File: src/core_params.svh
// Constants of the byte-wide core: bus offsets, field positions, data-space
// addresses of the special registers, opcodes and reset values.
// Holds definitions only; the core and the bench include it by its bare name.
`ifndef CORE_PARAMS_SVH
`define CORE_PARAMS_SVH

// APB byte offsets, one aligned word each.
`define OFS_CTRL      8'h00
`define OFS_ACC       8'h04
`define OFS_STATUS    8'h08
`define OFS_PC        8'h0c
`define OFS_PRODUCT   8'h10
`define OFS_CORE      8'h14

// Control and core-state register fields.
`define CTRL_RUN      0
`define CTRL_MODE_LO  4
`define CTRL_MODE_HI  5
`define CORE_EXT      0
`define CORE_PROT     1
`define CORE_VALID    2

// Special registers in data space.
`define SFR_ACC       8'h00
`define SFR_STATUS    8'h01
`define SFR_PC_LO     8'h02
`define SFR_PC_HI     8'h03
`define SFR_PROD_LO   8'h04
`define SFR_LAST      8'h05

// Instruction fields and opcodes in bits 15:12.
`define DEST_BIT      8
`define OPC_NOP       4'h0
`define OPC_ADD_FILE  4'h1
`define OPC_SUB_FILE  4'h2
`define OPC_AND_FILE  4'h3
`define OPC_IOR_FILE  4'h4
`define OPC_XOR_FILE  4'h5
`define OPC_RLC_FILE  4'h6
`define OPC_RRC_FILE  4'h7
`define OPC_MOV_FILE  4'h8
`define OPC_STORE_ACC 4'h9
`define OPC_ADD_LIT   4'ha
`define OPC_SUB_LIT   4'hb
`define OPC_MOV_LIT   4'hc
`define OPC_MUL_FILE  4'hd
`define OPC_MOVE_FF   4'he
`define OPC_GOTO      4'hf

// Reset values.
`define RST_BYTE      8'h00
`define RST_WORD      16'h0000
`define ZERO_WORD     32'h0000_0000

`endif

File: src/core_pkg.sv
// Types shared by the core and its arithmetic unit.
// No dependencies.
package core_pkg;

    typedef enum logic [2:0] {
        ALU_ADD,
        ALU_SUB,
        ALU_AND,
        ALU_IOR,
        ALU_XOR,
        ALU_RLC,
        ALU_RRC,
        ALU_PASS
    } alu_op_t;

    typedef enum logic [1:0] {
        MODE_INTERNAL,
        MODE_PROTECTED,
        MODE_EXTERNAL,
        MODE_EXTENDED
    } fetch_mode_t;

    // Bit 3 down to bit 0 of the arithmetic status register.
    typedef struct packed {
        logic ov;
        logic z;
        logic dc;
        logic c;
    } flags_t;

    typedef struct packed {
        logic       we;
        logic [7:0] addr;
        logic [7:0] data;
    } dm_write_t;

endpackage : core_pkg

File: src/alu_unit.sv
// Byte-wide arithmetic and logic unit with its four flags.
// Purely combinational; affect_o tells the caller which flags the operation changes.
`timescale 1ns/10ps
`default_nettype none

module alu_unit (
    // Operands
    input  wire logic [7:0]        a_i,
    input  wire logic [7:0]        b_i,
    input  wire logic              carry_i,
    input  wire core_pkg::alu_op_t op_i,
    // Results
    output logic [7:0]             result_o,
    output core_pkg::flags_t       flags_o,
    output core_pkg::flags_t       affect_o
);
    logic       subtract;
    logic [7:0] addend;
    logic [4:0] low_sum;
    logic [7:0] mag_sum;
    logic [8:0] full_sum;

    // Subtraction is b minus a in two's complement, so carry set means no borrow.
    assign subtract = (op_i == core_pkg::ALU_SUB);
    assign addend   = subtract ? ~a_i : a_i;
    assign low_sum  = {1'b0, b_i[3:0]} + {1'b0, addend[3:0]} + {4'h0, subtract};
    assign mag_sum  = {1'b0, b_i[6:0]} + {1'b0, addend[6:0]} + {7'h00, subtract};
    assign full_sum = {1'b0, b_i} + {1'b0, addend} + {8'h00, subtract};

    always_comb begin
        result_o   = full_sum[7:0];
        flags_o.c  = full_sum[8];
        flags_o.dc = low_sum[4];
        // Carry into the sign bit against carry out of it, within this byte only.
        flags_o.ov = mag_sum[7] ^ full_sum[8];
        affect_o   = '{ov: 1'b0, z: 1'b1, dc: 1'b0, c: 1'b0};
        unique case (op_i)
            core_pkg::ALU_ADD, core_pkg::ALU_SUB: begin
                affect_o = '{default: 1'b1};
            end
            core_pkg::ALU_AND: begin
                result_o = a_i & b_i;
            end
            core_pkg::ALU_IOR: begin
                result_o = a_i | b_i;
            end
            core_pkg::ALU_XOR: begin
                result_o = a_i ^ b_i;
            end
            core_pkg::ALU_RLC: begin
                result_o  = {b_i[6:0], carry_i};
                flags_o.c = b_i[7];
                affect_o  = '{ov: 1'b0, z: 1'b0, dc: 1'b0, c: 1'b1};
            end
            core_pkg::ALU_RRC: begin
                result_o  = {carry_i, b_i[7:1]};
                flags_o.c = b_i[0];
                affect_o  = '{ov: 1'b0, z: 1'b0, dc: 1'b0, c: 1'b1};
            end
            core_pkg::ALU_PASS: begin
                result_o = b_i;
            end
        endcase
        flags_o.z = (result_o == 8'h00);
    end

endmodule : alu_unit

`default_nettype wire

File: src/cpu_core.sv
// Byte-wide processor core: fetch stage, execute stage, special registers
// and an APB window onto them.
// Assumes program and data memories that answer combinationally in the
// cycle in which they are addressed, and an APB master on clock_i.
//
// The placing of the registers and the APB slave port were chosen for this implementation.
`timescale 1ns/10ps
`default_nettype none
`include "core_params.svh"

module cpu_core #(
    parameter logic [16:0] INT_WORDS = 17'h02000
) (
    // Clock and reset
    input  wire logic        clock_i,
    input  wire logic        resetn_i,
    // APB register port
    input  wire logic        psel_i,
    input  wire logic        penable_i,
    input  wire logic        pwrite_i,
    input  wire logic [7:0]  paddr_i,
    input  wire logic [31:0] pwdata_i,
    output logic      [31:0] prdata_o,
    output logic             pready_o,
    output logic             pslverr_o,
    // Program memory bus
    output logic      [15:0] pm_addr_o,
    output logic             pm_rd_o,
    output logic             pm_ext_o,
    output logic             code_protect_o,
    input  wire logic [15:0] pm_data_i,
    // Data memory bus
    output logic      [7:0]  dm_raddr_o,
    input  wire logic [7:0]  dm_rdata_i,
    output logic             dm_we_o,
    output logic      [7:0]  dm_waddr_o,
    output logic      [7:0]  dm_wdata_o
);
    logic                  run;
    core_pkg::fetch_mode_t fetch_mode;
    logic [15:0]           program_counter;
    logic [15:0]           next_pc;
    logic [7:0]            accumulator_register;
    core_pkg::flags_t      arith_status_register;
    core_pkg::flags_t      next_status;
    logic [15:0]           instr;
    logic                  instr_valid;
    logic [15:0]           product;
    core_pkg::dm_write_t   dm_write;

    logic [3:0]            opcode;
    logic [7:0]            operand;
    logic                  exec;
    logic [7:0]            file_value;
    core_pkg::alu_op_t     alu_op;
    logic [7:0]            alu_b;
    logic [7:0]            alu_result;
    core_pkg::flags_t      alu_flags;
    core_pkg::flags_t      alu_affect;
    logic                  result_en;
    logic                  to_file;
    logic                  flags_en;
    logic                  mul_en;
    logic                  branch;
    logic                  sfr_write;
    logic                  flush;

    logic                  apb_access;
    logic                  apb_wr;
    logic                  apb_pc_wr;
    logic [31:0]           rd_data;
    logic                  rd_mapped;

    assign pm_addr_o  = program_counter;
    assign pm_rd_o    = run;
    assign dm_we_o    = dm_write.we;
    assign dm_waddr_o = dm_write.addr;
    assign dm_wdata_o = dm_write.data;

    assign opcode     = instr[15:12];
    assign operand    = instr[7:0];
    assign exec       = instr_valid & run;
    assign apb_access = psel_i & penable_i;
    assign apb_wr     = apb_access & pready_o & pwrite_i;
    assign apb_pc_wr  = apb_wr & (paddr_i == `OFS_PC);

    function automatic logic [7:0] sfr_read(input logic [7:0] addr);
        case (addr)
            `SFR_ACC:     sfr_read = accumulator_register;
            `SFR_STATUS:  sfr_read = {4'h0, arith_status_register};
            `SFR_PC_LO:   sfr_read = program_counter[7:0];
            `SFR_PC_HI:   sfr_read = program_counter[15:8];
            `SFR_PROD_LO: sfr_read = product[7:0];
            default:      sfr_read = product[15:8];
        endcase
    endfunction : sfr_read

    function automatic logic fetch_external(input logic [15:0] addr);
        unique case (fetch_mode)
            core_pkg::MODE_INTERNAL:  fetch_external = 1'b0;
            core_pkg::MODE_PROTECTED: fetch_external = 1'b0;
            core_pkg::MODE_EXTERNAL:  fetch_external = 1'b1;
            core_pkg::MODE_EXTENDED:  fetch_external = ({1'b0, addr} >= INT_WORDS);
        endcase
    endfunction : fetch_external

    // The data write of the previous instruction lands at this cycle's edge,
    // so a read of the same location takes the value still in flight.
    always_comb begin
        if (dm_raddr_o <= `SFR_LAST) begin
            file_value = sfr_read(dm_raddr_o);
        end else if (dm_write.we && dm_write.addr == dm_raddr_o) begin
            file_value = dm_write.data;
        end else begin
            file_value = dm_rdata_i;
        end
    end

    always_comb begin
        alu_op    = core_pkg::ALU_PASS;
        alu_b     = file_value;
        result_en = 1'b1;
        to_file   = instr[`DEST_BIT];
        flags_en  = 1'b1;
        mul_en    = 1'b0;
        branch    = 1'b0;
        unique case (opcode)
            `OPC_NOP: begin
                result_en = 1'b0;
                flags_en  = 1'b0;
            end
            `OPC_ADD_FILE:  alu_op = core_pkg::ALU_ADD;
            `OPC_SUB_FILE:  alu_op = core_pkg::ALU_SUB;
            `OPC_AND_FILE:  alu_op = core_pkg::ALU_AND;
            `OPC_IOR_FILE:  alu_op = core_pkg::ALU_IOR;
            `OPC_XOR_FILE:  alu_op = core_pkg::ALU_XOR;
            `OPC_RLC_FILE:  alu_op = core_pkg::ALU_RLC;
            `OPC_RRC_FILE:  alu_op = core_pkg::ALU_RRC;
            `OPC_MOV_FILE:  alu_op = core_pkg::ALU_PASS;
            `OPC_STORE_ACC: begin
                alu_b    = accumulator_register;
                to_file  = 1'b1;
                flags_en = 1'b0;
            end
            `OPC_ADD_LIT: begin
                alu_op  = core_pkg::ALU_ADD;
                alu_b   = operand;
                to_file = 1'b0;
            end
            `OPC_SUB_LIT: begin
                alu_op  = core_pkg::ALU_SUB;
                alu_b   = operand;
                to_file = 1'b0;
            end
            `OPC_MOV_LIT: begin
                alu_b    = operand;
                to_file  = 1'b0;
                flags_en = 1'b0;
            end
            `OPC_MUL_FILE: begin
                result_en = 1'b0;
                flags_en  = 1'b0;
                mul_en    = 1'b1;
            end
            `OPC_MOVE_FF: begin
                to_file  = 1'b1;
                flags_en = 1'b0;
            end
            `OPC_GOTO: begin
                result_en = 1'b0;
                flags_en  = 1'b0;
                branch    = 1'b1;
            end
        endcase
    end

    alu_unit alu (
        .a_i      (accumulator_register),
        .b_i      (alu_b),
        .carry_i  (arith_status_register.c),
        .op_i     (alu_op),
        .result_o (alu_result),
        .flags_o  (alu_flags),
        .affect_o (alu_affect)
    );

    mul_unit #(
        .WIDTH (8)
    ) mul (
        .clock_i   (clock_i),
        .resetn_i  (resetn_i),
        .enable_i  (exec & mul_en),
        .a_i       (accumulator_register),
        .b_i       (file_value),
        .product_o (product)
    );

    assign sfr_write = exec & result_en & to_file & (operand <= `SFR_LAST);
    // Writing either half of the counter is a jump and costs a bubble.
    assign flush = exec & (branch | (sfr_write & ((operand == `SFR_PC_LO) | (operand == `SFR_PC_HI))));

    always_comb begin
        next_pc = program_counter;
        if (apb_pc_wr) begin
            next_pc = pwdata_i[15:0];
        end else if (exec && branch) begin
            next_pc = {program_counter[15:8], operand};
        end else if (sfr_write && operand == `SFR_PC_LO) begin
            next_pc = {program_counter[15:8], alu_result};
        end else if (sfr_write && operand == `SFR_PC_HI) begin
            next_pc = {alu_result, program_counter[7:0]};
        end else if (run) begin
            next_pc = program_counter + 16'h0001;
        end
    end

    always_ff @(posedge clock_i or negedge resetn_i) begin
        if (!resetn_i) begin
            program_counter <= `RST_WORD;
            pm_ext_o        <= 1'b0;
            code_protect_o  <= 1'b0;
        end else begin
            program_counter <= next_pc;
            pm_ext_o        <= fetch_external(next_pc);
            code_protect_o  <= (fetch_mode == core_pkg::MODE_PROTECTED);
        end
    end

    // Fetch stage: the whole word is taken while the previous one executes.
    always_ff @(posedge clock_i or negedge resetn_i) begin
        if (!resetn_i) begin
            instr       <= `RST_WORD;
            instr_valid <= 1'b0;
            dm_raddr_o  <= `RST_BYTE;
        end else if (!run || flush || apb_pc_wr) begin
            instr_valid <= 1'b0;
        end else begin
            instr       <= pm_data_i;
            instr_valid <= 1'b1;
            // The operand address goes out now so the data bus works in parallel.
            if (pm_data_i[15:12] == `OPC_MOVE_FF) begin
                dm_raddr_o <= {4'h0, pm_data_i[11:8]};
            end else begin
                dm_raddr_o <= pm_data_i[7:0];
            end
        end
    end

    always_ff @(posedge clock_i or negedge resetn_i) begin
        if (!resetn_i) begin
            accumulator_register <= `RST_BYTE;
        end else if (exec && result_en && !to_file) begin
            accumulator_register <= alu_result;
        end else if (sfr_write && operand == `SFR_ACC) begin
            accumulator_register <= alu_result;
        end else if (apb_wr && paddr_i == `OFS_ACC) begin
            accumulator_register <= pwdata_i[7:0];
        end
    end

    // Flags computed by the instruction win over a direct write of the register.
    always_comb begin
        next_status = arith_status_register;
        if (sfr_write && operand == `SFR_STATUS) begin
            next_status = alu_result[3:0];
        end else if (apb_wr && paddr_i == `OFS_STATUS) begin
            next_status = pwdata_i[3:0];
        end
        if (exec && flags_en) begin
            next_status = (next_status & ~alu_affect) | (alu_flags & alu_affect);
        end
    end

    always_ff @(posedge clock_i or negedge resetn_i) begin
        if (!resetn_i) begin
            arith_status_register <= '0;
        end else begin
            arith_status_register <= next_status;
        end
    end

    always_ff @(posedge clock_i or negedge resetn_i) begin
        if (!resetn_i) begin
            dm_write <= '0;
        end else begin
            dm_write.we   <= exec & result_en & to_file & (operand > `SFR_LAST);
            dm_write.addr <= operand;
            dm_write.data <= alu_result;
        end
    end

    always_ff @(posedge clock_i or negedge resetn_i) begin
        if (!resetn_i) begin
            run        <= 1'b0;
            fetch_mode <= core_pkg::MODE_INTERNAL;
        end else if (apb_wr && paddr_i == `OFS_CTRL) begin
            run        <= pwdata_i[`CTRL_RUN];
            fetch_mode <= core_pkg::fetch_mode_t'(pwdata_i[`CTRL_MODE_HI:`CTRL_MODE_LO]);
        end
    end

    always_comb begin
        rd_data   = `ZERO_WORD;
        rd_mapped = 1'b1;
        case (paddr_i)
            `OFS_CTRL: begin
                rd_data[`CTRL_RUN]                  = run;
                rd_data[`CTRL_MODE_HI:`CTRL_MODE_LO] = fetch_mode;
            end
            `OFS_ACC:     rd_data[7:0]  = accumulator_register;
            `OFS_STATUS:  rd_data[3:0]  = arith_status_register;
            `OFS_PC:      rd_data[15:0] = program_counter;
            `OFS_PRODUCT: rd_data[15:0] = product;
            `OFS_CORE: begin
                rd_data[`CORE_EXT]   = pm_ext_o;
                rd_data[`CORE_PROT]  = code_protect_o;
                rd_data[`CORE_VALID] = instr_valid;
            end
            default: rd_mapped = 1'b0;
        endcase
    end

    // One wait state: ready rises in the second access cycle, with data.
    always_ff @(posedge clock_i or negedge resetn_i) begin
        if (!resetn_i) begin
            pready_o  <= 1'b0;
            prdata_o  <= `ZERO_WORD;
            pslverr_o <= 1'b0;
        end else begin
            pready_o <= apb_access & ~pready_o;
            if (apb_access && !pready_o) begin
                prdata_o  <= pwrite_i ? `ZERO_WORD : rd_data;
                pslverr_o <= ~rd_mapped;
            end
        end
    end

    logic [8:0]  chk_sum;
    logic        chk_carry;
    logic        chk_ov;
    logic        chk_no_borrow;
    logic [15:0] chk_prod;

    assign chk_sum       = {1'b0, accumulator_register} + {1'b0, file_value};
    assign chk_carry     = chk_sum[8];
    assign chk_ov        = (accumulator_register[7] == file_value[7]) && (chk_sum[7] != file_value[7]);
    assign chk_no_borrow = (file_value >= accumulator_register);
    assign chk_prod      = 16'(accumulator_register) * 16'(file_value);
endmodule : cpu_core

`default_nettype wire

File: src/mul_unit.sv
// Unsigned multiplier whose product lands in a register in one cycle.
// Operands must be stable in the cycle in which enable_i is high.
`timescale 1ns/10ps
`default_nettype none

module mul_unit #(
    parameter int WIDTH = 8
) (
    // Clock and reset
    input  wire logic               clock_i,
    input  wire logic               resetn_i,
    // Operands
    input  wire logic               enable_i,
    input  wire logic [WIDTH-1:0]   a_i,
    input  wire logic [WIDTH-1:0]   b_i,
    // Product
    output logic      [2*WIDTH-1:0] product_o
);
    always_ff @(posedge clock_i or negedge resetn_i) begin
        if (!resetn_i) begin
            product_o <= '0;
        end else if (enable_i) begin
            product_o <= (2*WIDTH)'(a_i) * (2*WIDTH)'(b_i);
        end
    end

endmodule : mul_unit

`default_nettype wire

File: config.mk
export PLATFORM = sky130hd
export DESIGN_NAME = cpu_core
export DESIGN_NICKNAME = d
export VERILOG_FILES = /design/src/core_pkg.sv /design/src/alu_unit.sv /design/src/cpu_core.sv /design/src/mul_unit.sv
export VERILOG_INCLUDE_DIRS = /design/src
export SDC_FILE = /design/constraint.sdc
export NUM_CORES = 1
export LEC_CHECK = 0
export BUFFER_PORTS_ARGS = -buffer_cell sky130_fd_sc_hd__buf_2
export CAP_MARGIN = 20
export CORE_ASPECT_RATIO = 1.1
export CORE_MARGIN = 8
export CORE_UTILIZATION = 35
export DETAILED_ROUTE_END_ITERATION = 10
export SYNTH_ARGS = -nofsm -noshare
export SYNTH_HDL_FRONTEND = slang
export SYNTH_SLANG_ARGS = --single-unit
export TNS_END_PERCENT = 100
File: constraint.sdc
create_clock -name clock_i -period 9.6 [get_ports clock_i]
set_clock_uncertainty 0.1 [all_clocks]
set_input_delay 1.44 -clock clock_i [delete_from_list [all_inputs] [get_ports clock_i]]
set_output_delay 1.44 -clock clock_i [all_outputs]
set_load 0.01 [all_outputs]
* Word level (Yosys, flattened, before mapping)
Cells that the tools add are included.
** Word-level totals
- Input bits :: 69
- Register bits :: 125
- Output and inout port bits :: 78
- Logic and storage cells :: 168
** Operators by class
- Multipliers :: 1
- Equal/unequal tests :: 38
- Order comparisons :: 4
- Bitwise operators :: 26
- Add/sub/neg operators :: 7
- Multiplexer cells :: 36
- Reductions and logical operators :: 36
** Operators with widths (count)
- 2-to-1 mux 16 bit :: 6
- 2-to-1 mux 8 bit :: 7
- case mux 8 bit (6 select lines) :: 1
- case mux 8 bit (5 select lines) :: 1
- equality test 4 bit, second input constant :: 8
- equality test 8 x 2 -> 1 bit, second input constant :: 4
- logical NOT 8 bit :: 4
- case mux 8 bit (2 select lines) :: 2
- case mux 3 bit (7 select lines) :: 1
- adder 16 x 1 -> 16 bit, second input constant :: 1
- equality test 4 x 3 -> 1 bit, second input constant :: 4
- equality test 8 x 1 -> 1 bit, second input constant :: 2
- equality test 8 x 3 -> 1 bit, second input constant :: 2
- equality test 8 x 4 -> 1 bit, second input constant :: 2
- equality test 8 x 5 -> 1 bit, second input constant :: 2
- greater-or-equal comparator 16 x 14 -> 1 bit, second input constant :: 1
- <= comparator 8 x 3 -> 1 bit, second input constant :: 2
- multiplier 8 x 8 -> 16 bit :: 1
- AND 1 bit :: 13
- logical AND 1 bit :: 13
- equality test 3 bit, second input constant :: 4
- 2-to-1 mux 4 bit :: 3
- OR reduction 2 bit :: 6
- OR reduction 6 bit :: 2
- other kinds (40) :: 56

* Longest topological paths before layout
Gate-level depths: netlist (run 1).
- Depth after elaboration :: 14
- Depth in mapped cells :: 27

* Modules after synthesis
A second synthesis (run 1) with hierarchy kept.
** Second synthesis, totals
- Cell total of the unflattened synthesis :: 1067
- Area, all modules :: 9663.0 µm²
** By module, submodules not included
- cpu_core :: area each 5721.7 µm², times used 1, cells an instance 621
- mul_unit :: area each 2696.3 µm², times used 1, cells an instance 279
- alu_unit :: area each 1244.9 µm², times used 1, cells an instance 167

* Worst setup path after synthesis (run 1)
OpenSTA, ideal clock, no wires.
- Kind :: input port to flip-flop
- Start point :: input dm_rdata_i[5]
- End point :: register mul.product_o[15]
- Path buffers :: 0
- Stages :: 19
- Setup slack :: 3.572 ns
- Arrival time :: 5.791 ns
- Path through :: o31ai_1 > a31oi_1 > nand2_1 > fa_1 > fa_1 > inv_1 > fa_1 > inv_1 > fa_1 > inv_1 > ha_1 > a21boi_0 > o21ai_0 > a21boi_0 > o21ai_0 > a21oi_1 > o41ai_1 > xnor2_1 > o21ai_0
** Between the ends
- Longest elaborated chain between the ends :: 3
** RTL lines
- from (decl) :: RTL line cpu_core.sv:34 : input wire logic [7:0] dm_rdata_i,
- 2-to-1 mux 8 bit :: RTL line cpu_core.sv:112 : end else if (dm_write.we && dm_write.addr == dm_raddr_o) begin
- 2-to-1 mux 8 bit :: RTL line cpu_core.sv:110 : if (dm_raddr_o <= `SFR_LAST) begin
- multiplier 8 x 8 -> 16 bit :: RTL line mul_unit.sv:23 : product_o <= (2*WIDTH)'(a_i) * (2*WIDTH)'(b_i);
- to (signal assigned) :: RTL line mul_unit.sv:23
- to (decl) :: RTL line mul_unit.sv:17 : output logic [2*WIDTH-1:0] product_o
No other way between the ends.
A chain may end at the register's enable or synchronous reset.

* Worst setup path in the final report (run 1)
- Start point :: register dm_raddr_o[2]
- End point :: register mul.product_o[15]
** Between the ends
- Longest elaborated chain between the ends :: 5
- Elaborated cells between the ends (all ways) :: 12
- Classes of those cells :: mul (1); order compare (1); eq/ne (5); mux (3); reduce/logical (2)
** RTL lines
- from (decl) :: RTL line cpu_core.sv:33 : output logic [7:0] dm_raddr_o,
- from (signal assigned) :: RTL line cpu_core.sv:234 : dm_raddr_o <= `RST_BYTE;
- from (signal assigned) :: RTL line cpu_core.sv:242 : dm_raddr_o <= {4'h0, pm_data_i[11:8]};
- from (signal assigned) :: RTL line cpu_core.sv:244 : dm_raddr_o <= pm_data_i[7:0];
- parallel branches: the longest is 3 deep, another holds <= comparator 8 x 3 -> 1 bit
- 2-to-1 mux 8 bit (*) :: RTL line cpu_core.sv:110
- multiplier 8 x 8 -> 16 bit (*) :: RTL line mul_unit.sv:23
Mark *: on every way between the ends.

==> impl_metrics.py, run 1 <==
metrics = {
    "outcome": {
        "outcome": "finished, final reports clean",
    },
    "setup_path": {
        "worstPathMaxFanout": 27,
        "end_kind": "register",
        "crit_path_start_kind": "register",
        "r2r_cells": 22,
        "startpoint": "dm_raddr_o[2]$_DFFE_PN0P_",
        "arrival_ps": 7570,
        "r2r_start": "dm_raddr_o[2]$_DFFE_PN0P_",
        "cp.required_ps": 9710,
        "critPathKind": "reg2reg",
    },
    "drt": {
        "vias": 8590,
        "drt-initial-drc-count": 816,
        "finalWirelength_um": 32200,
        "wl_met1_um": 14200,
        "highest_layer": "met4",
        "wl_met2_um": 15200,
        "drc": 0,
        "first_pass_iters": 7,
        "met3_length_um": 1910,
        "drt-vias-per-instance": 5.50,
        "routedWlPerCell_um": 20.6,
        "ant_nets": 0,
    },
    "synthesis": {
        "synth-edff-count": 0,
        "ys_seq_area_frac": 0.281,
        "synth_area_per_cell_um2": 8.45,
        "synth_warnings": 0,
        "ys_top_cells_by_count": "nand2_1 (133), dfrtp_1 (106), o21ai_0 (90)",
        "synth_top_flop_cell": "dfrtp_1",
        "synthesis.area_um2": 9450,
        "yosys.cell_count.top_type": "nand2_1",
        "async_flop_share": 1.00,
        "synth.distinct_cells": 76,
        "synth_top_cells_by_area": "dfrtp_1 (28%), ha_1 (7.9%), fa_1 (7.8%)",
        "syn_inst": 1119,
        "ys_ff_latch": 106,
        "synth_top_area_share": 0.281,
        "yosysTopAreaCell": "dfrtp_1",
    },
    "power": {
        "switching_share": 0.364,
        "intPower_uw": 744,
        "clock_power_share": 0.323,
        "pwr_density_cell_nw_per_um2": 111,
        "switchingPower_uw": 427,
        "p_seq_frac": 0.419,
        "p_leak_uw": 0.00511,
        "combinationalPowerShare": 0.259,
        "ir_drop_uv": 75.4,
    },
    "floorplan": {
        "initial_core_util": 0.353,
        "die_area_um2": 32500,
        "rows": 63,
        "die_h_um": 188,
        "die_x_um": 173,
        "core_area_um2": 26800,
        "ios": 147,
    },
    "cells_and_area": {
        "nets": 1366,
        "diodes": 0,
        "drive_gt1_frac": 0.159,
        "n_fill_cell": 2755,
        "syn_to_final_growth_pct": 12.1,
        "fin_area_um2": 10600,
    },
    "clock_tree": {
        "path_clk_slew_ps": 90,
        "cts_buffers": 9,
        "cts_max_path_buffers": 2,
        "clock_latency_ps": 370,
        "h-tree-depth": 3,
        "ctsResizeCount": 0,
        "cts_setup_buffers": 0,
        "holdBufCountCts": 0,
        "clock-sinks": 106,
        "cts_tree": "yes",
        "root_buffer": "clkbuf_16",
    },
    "timing": {
        "setup_tns_ps": 0,
        "max_freq_ghz": 0.134,
        "rsz0062_at_grt": "no",
        "setup_viol_count_final": 0,
        "worst_pin_slew_ps": 975,
        "finalMaxSlewViolations": 0,
        "hold_violations": 0,
        "maxSlewHeadroom": 0.348,
        "hold_ws_ps": 375,
        "min_period_ps": 7470,
        "finalCritPeriodShare": 0.778,
    },
    "placed_design": {
        "dp_hpwl_um": 24800,
        "port-buffer-count": 114,
        "gp_congestion": 0.947,
        "placed_area_um2": 10300,
    },
    "grt": {
        "grt_max_degree": 61,
        "grt_pass1_wl_um": 49600,
        "antenna_found_initial": 0,
        "grtUsageTotal": 0.193,
        "grt_pass1_vias": 8176,
        "overflow": 0,
    },
    "worst_hold_path": {
        "hold_class": "reg2reg",
        "holdCritStartpoint": "prdata_o[14]$_DFFE_PN0P_",
        "hold_depth": 2,
    },
    "run": {
        "drv_cap": 0,
    },
}
[stage by stage]
stage          std cells   util  power (µW)  setup WS (ps)
2_1_floorplan       1134      -         670           3570
6_report            1562  0.395        1170           2130
5_1_grt             1562  0.395        1220           1660
3_3_place_gp        1546  0.384         795           2270
3_5_place_dp        1546  0.384         797           2190
4_1_cts             1562  0.395        1180           2120
[layout make-up]
cell class              count  area, µm²  area share
flip-flops and latches    106       2650       0.250
clock buffers               9        225      0.0213
repair buffers            132        708      0.0668
multi-input cells         861       6160       0.581
clock inverters             7       65.1     0.00614
well taps                 357        447      0.0422
inverters                  90        338      0.0319
[power by group through the flow]
stage | clock network, µW | registers, µW | logic, µW
floorplan | 0 | 493 | 176
global placement | 0 | 500 | 295
detailed placement | 0 | 500 | 297
CTS | 385 | 491 | 299
global route | 400 | 493 | 328
finish | 378 | 490 | 303
[flip-flops by register name (all words and copies together) (netlist names)]
name                   flops
pslverr_o                  1
pm_ext_o                   1
code_protect_o             1
pm_addr_o                 16
instr                     13
mul.product_o             16
dm_waddr_o                 8
dm_raddr_o                 8
pm_rd_o                    1
dm_we_o                    1
accumulator_register       8
fetch_mode                 2
dm_wdata_o                 8
arith_status_register      4
instr_valid                1
prdata_o                  16
pready_o                   1
[cells in the final DEF (no fill, tap or decap), types with 10 or more instances in the layout]
master    netlist  routed
a21oi_1        45      45
a221oi_1       11      11
a22oi_1        16      16
a31oi_1        15      15
and2_1         52      52
buf_2           5     113
buf_4          17      19
conb_1          1      16
dfrtp_1       106     106
fa_1           37      37
ha_1           60      60
inv_1          86      86
mux2_2         23      23
mux2i_1        37      37
nand2_1       133     133
nand2b_1       12      12
nand3_1        16      16
nand4_1        14      14
nor2_1         79      79
nor2b_1        10      10
nor3_1         19      19
o21ai_0        90      90
o31ai_1        10      10
xnor2_1        25      25
[layer usage]
metal	GRT usage	up-vias
li1	-	4057
met1	0.253	4162
met2	0.318	317
met3	0.0320	54
met4	0.0674	0
met5	0	-
[cells by family (layout without fill, tap and decap cells)]
logic type                 Yosys count  count (layout)  synth area share
AOI/OAI and AO/OA                  282             282             0.199
other                                1              16          0.000397
xor gates and xnor gates            33              33            0.0306
DFF                                106             106             0.281
and+or+nand+nor                    373             373             0.191
muxes                               60              60            0.0666
adders and majority gates           97              97             0.158
buffers and inverters              167             238            0.0745
[worst max-delay path, stage by stage (launching register included)]
cell      delay, ps
dfrtp_1         920
xnor2_1         230
nand4_1         330
nor3_2          520
mux2i_1         150
o21ai_1         710
nand2_1         170
fa_1            530
fa_1            550
inv_1            60
fa_1            520
inv_1            50
fa_1            530
inv_1            40
ha_1            320
a21boi_0        160
o21ai_0         250
a21boi_0        170
o21ai_0         280
a21oi_1         150
o41ai_1         320
xnor2_1         160
o21ai_0          80
[worst paths after layout]
path                                                 end  slack, ps
max                        mul.product_o[15]$_DFFE_PN0P_       2130
min                             prdata_o[14]$_DFFE_PN0P_        370
max reg2reg                mul.product_o[15]$_DFFE_PN0P_       2130
min reg2reg                     prdata_o[14]$_DFFE_PN0P_        370
max in group asynchronous  mul.product_o[15]$_DFFE_PN0P_       7220
min in group asynchronous         pm_addr_o[9]$_DFF_PN0_        960
Power figures use the tool's default switching activity.
==> inputs of run 2 (changes only) <==
==> constraint.sdc (replaced) <==
create_clock -name clock_i -period 6.75 [get_ports clock_i]
set_clock_uncertainty 0.1 [all_clocks]
set_input_delay 1.0125 -clock clock_i [delete_from_list [all_inputs] [get_ports clock_i]]
set_output_delay 1.0125 -clock clock_i [all_outputs]
set_load 0.01 [all_outputs]
==> run 2 against run 1 <==
Effect of this change:
- final area rose by 2.4%
- utilization rose by 0.96 points
- global-route usage rose by 0.67 points
- sequential power rose by 40%
- die area did not move
- via count rose by 1.5%
- first-iteration DRC count fell by 2.1%
- register-to-register slack got worse by 1800 ps
- clock power rose by 45%
- clock-buffer cell count did not move
- power rose by 45%
- cell count rose by 1.8%
==> impl_metrics.py, run 2 (synthesis results as in run 1) <==
metrics = {
    "timing": {
        "rsz0062_at_grt": "no",
        "hold_violations": 0,
        "finalMaxSlewViolations": 0,
        "min_period_ps": 6390,
        "finalCritPeriodShare": 0.946,
        "worst_pin_slew_ps": 1090,
        "maxSlewHeadroom": 0.271,
        "max_freq_ghz": 0.157,
        "setup_tns_ps": 0,
        "setup_viol_count_final": 0,
        "worst_slack_ps": 364,
    },
    "clock_tree": {
        "cts_setup_buffers": 0,
        "cts_tree": "yes",
        "h-tree-depth": 3,
        "holdBufCountCts": 0,
        "root_buffer": "clkbuf_16",
        "cts_buffers": 9,
        "cts_max_path_buffers": 2,
        "path_clk_slew_ps": 90,
        "clock-sinks": 106,
        "clock_latency_ps": 370,
        "ctsResizeCount": 0,
    },
    "drt": {
        "drt-vias-per-instance": 5.49,
        "ant_nets": 0,
        "drc": 0,
        "vias": 8722,
        "first_pass_iters": 5,
        "finalWirelength_um": 33100,
        "drt-initial-drc-count": 799,
        "routedWlPerCell_um": 20.8,
    },
    "worst_hold_path": {
        "min_to": "code_protect_o$_DFF_PN0_",
        "hold_class": "reg2reg",
        "hold_depth": 1,
        "holdCritStartpoint": "fetch_mode[1]$_DFFE_PN0P_",
    },
    "cells_and_area": {
        "regArea_um2": 2650,
        "final_common_cell": "nand2_1",
        "final_cell_mix": "nand2_1 (133), buf_2 (113), dfrtp_1 (106), o21ai_0 (89), inv_1 (86)",
        "syn_to_final_growth_pct": 14.8,
        "post-route-util": 0.405,
        "n_fill_cell": 2766,
        "diodes": 0,
        "drive_gt1_frac": 0.182,
        "multi_input_area_um2": 6170,
        "nets": 1394,
    },
    "setup_path": {
        "arrival_ps": 6490,
        "critPathKind": "reg2reg",
        "cpLargestDelayFamily": "adder cells",
        "max_stage_delay_ps": 520,
        "crit_path_start_kind": "register",
        "path_buf_inv": 4,
        "worstPathMaxFanout": 18,
        "r2r_start": "dm_raddr_o[0]$_DFFE_PN0P_",
        "end_kind": "register",
        "cp.required_ps": 6860,
        "r2r-end": "mul.product_o[15]$_DFFE_PN0P_",
        "path_common_cell": "fa_1",
        "path_cells": "buf_6 > and2_1 > a221o_1 > a221oi_1 > a31oi_1 > buf_4 > and2_1 > fa_1 > fa_1 > fa_1 > inv_1 > fa_1 > inv_1 > ha_1 > a21boi_0 > o21ai_0 > a21boi_0 > o21ai_1 > a21oi_1 > o41ai_1 > xnor2_1 > o21ai_0",
        "reg2reg_slack_ps": 360,
        "cpMaxStageDelayCell": "dfrtp_1",
        "r2r_cells": 22,
    },
    "placed_design": {
        "place_ws_ps": 167,
        "gp_congestion": 0.921,
        "dp_hpwl_um": 25800,
        "port-buffer-count": 114,
    },
    "grt": {
        "grt_pass1_wl_um": 50900,
        "grt_max_degree": 57,
        "overflow": 0,
        "grtUsageTotal": 0.200,
        "grt_pass1_vias": 8486,
        "antenna_found_initial": 0,
    },
    "floorplan": {
        "die_area_um2": 32500,
        "core_area_um2": 26800,
        "die_x_um": 173,
        "ios": 147,
        "initial_core_util": 0.353,
        "rows": 63,
        "die_h_um": 188,
    },
    "outcome": {
        "outcome": "finished, final reports clean",
    },
    "power": {
        "ir_drop_uv": 104,
        "switching_share": 0.367,
        "intPower_uw": 1080,
        "combinationalPowerShare": 0.274,
        "clock_power_share": 0.322,
        "p_leak_uw": 0.00529,
        "switchingPower_uw": 624,
        "p_seq_frac": 0.404,
        "pwr_density_cell_nw_per_um2": 157,
    },
    "run": {
        "drv_cap": 0,
    },
}
-- run 2: stage by stage --
step / hold WS (ps) / instances / cell area (µm²) / total power (µW)
floorplan: 310 / 1134 / 9510 / 952
global placement: 348 / 1573 / 10500 / 1150
detailed placement: 360 / 1573 / 10500 / 1160
CTS: 367 / 1589 / 10800 / 1710
global route: 395 / 1590 / 10900 / 1770
finish: 369 / 1590 / 10900 / 1700
-- run 2: per-layer routing --
metal	global-route usage	up-vias	wire [µm]
li1	-	4112	-
met1	0.254	4209	14100
met2	0.320	319	15400
met3	0.0384	82	2140
met4	0.101	0	1430
met5	0	-	0
-- run 2: layout make-up --
class / count / share of cell area
clock buffers: 9 / 0.0208
clock inverters: 7 / 0.00669
inverters: 90 / 0.0311
multi-input cells: 861 / 0.569
flip-flops and latches: 106 / 0.244
well taps: 357 / 0.0412
repair buffers: 160 / 0.0868
-- run 2: worst max path at each step --
stage / to / start / cells after the start
final: mul.product_o[15]$_DFFE_PN0P_ / dm_raddr_o[0]$_DFFE_PN0P_ / 22
after global routing: mul.product_o[15]$_DFFE_PN0P_ / dm_raddr_o[5]$_DFFE_PN0P_ / 26
after CTS: mul.product_o[15]$_DFFE_PN0P_ / dm_raddr_o[3]$_DFFE_PN0P_ / 22
after detailed placement: mul.product_o[15]$_DFFE_PN0P_ / dm_raddr_o[3]$_DFFE_PN0P_ / 22
after global placement: mul.product_o[15]$_DFFE_PN0P_ / dm_raddr_o[3]$_DFFE_PN0P_ / 22
after floorplan: mul.product_o[15]$_DFFE_PN0P_ / dm_raddr_o[2]$_DFFE_PN0P_ / 24
-- run 2: power by group through the flow --
stage / Combinational [µW] / Sequential [µW] / Clock, µW
4_1_cts: 459 / 687 / 559
3_5_place_dp: 458 / 699 / 0
6_report: 465 / 687 / 547
5_1_grt: 500 / 690 / 582
3_3_place_gp: 455 / 700 / 0
2_1_floorplan: 251 / 701 / 0
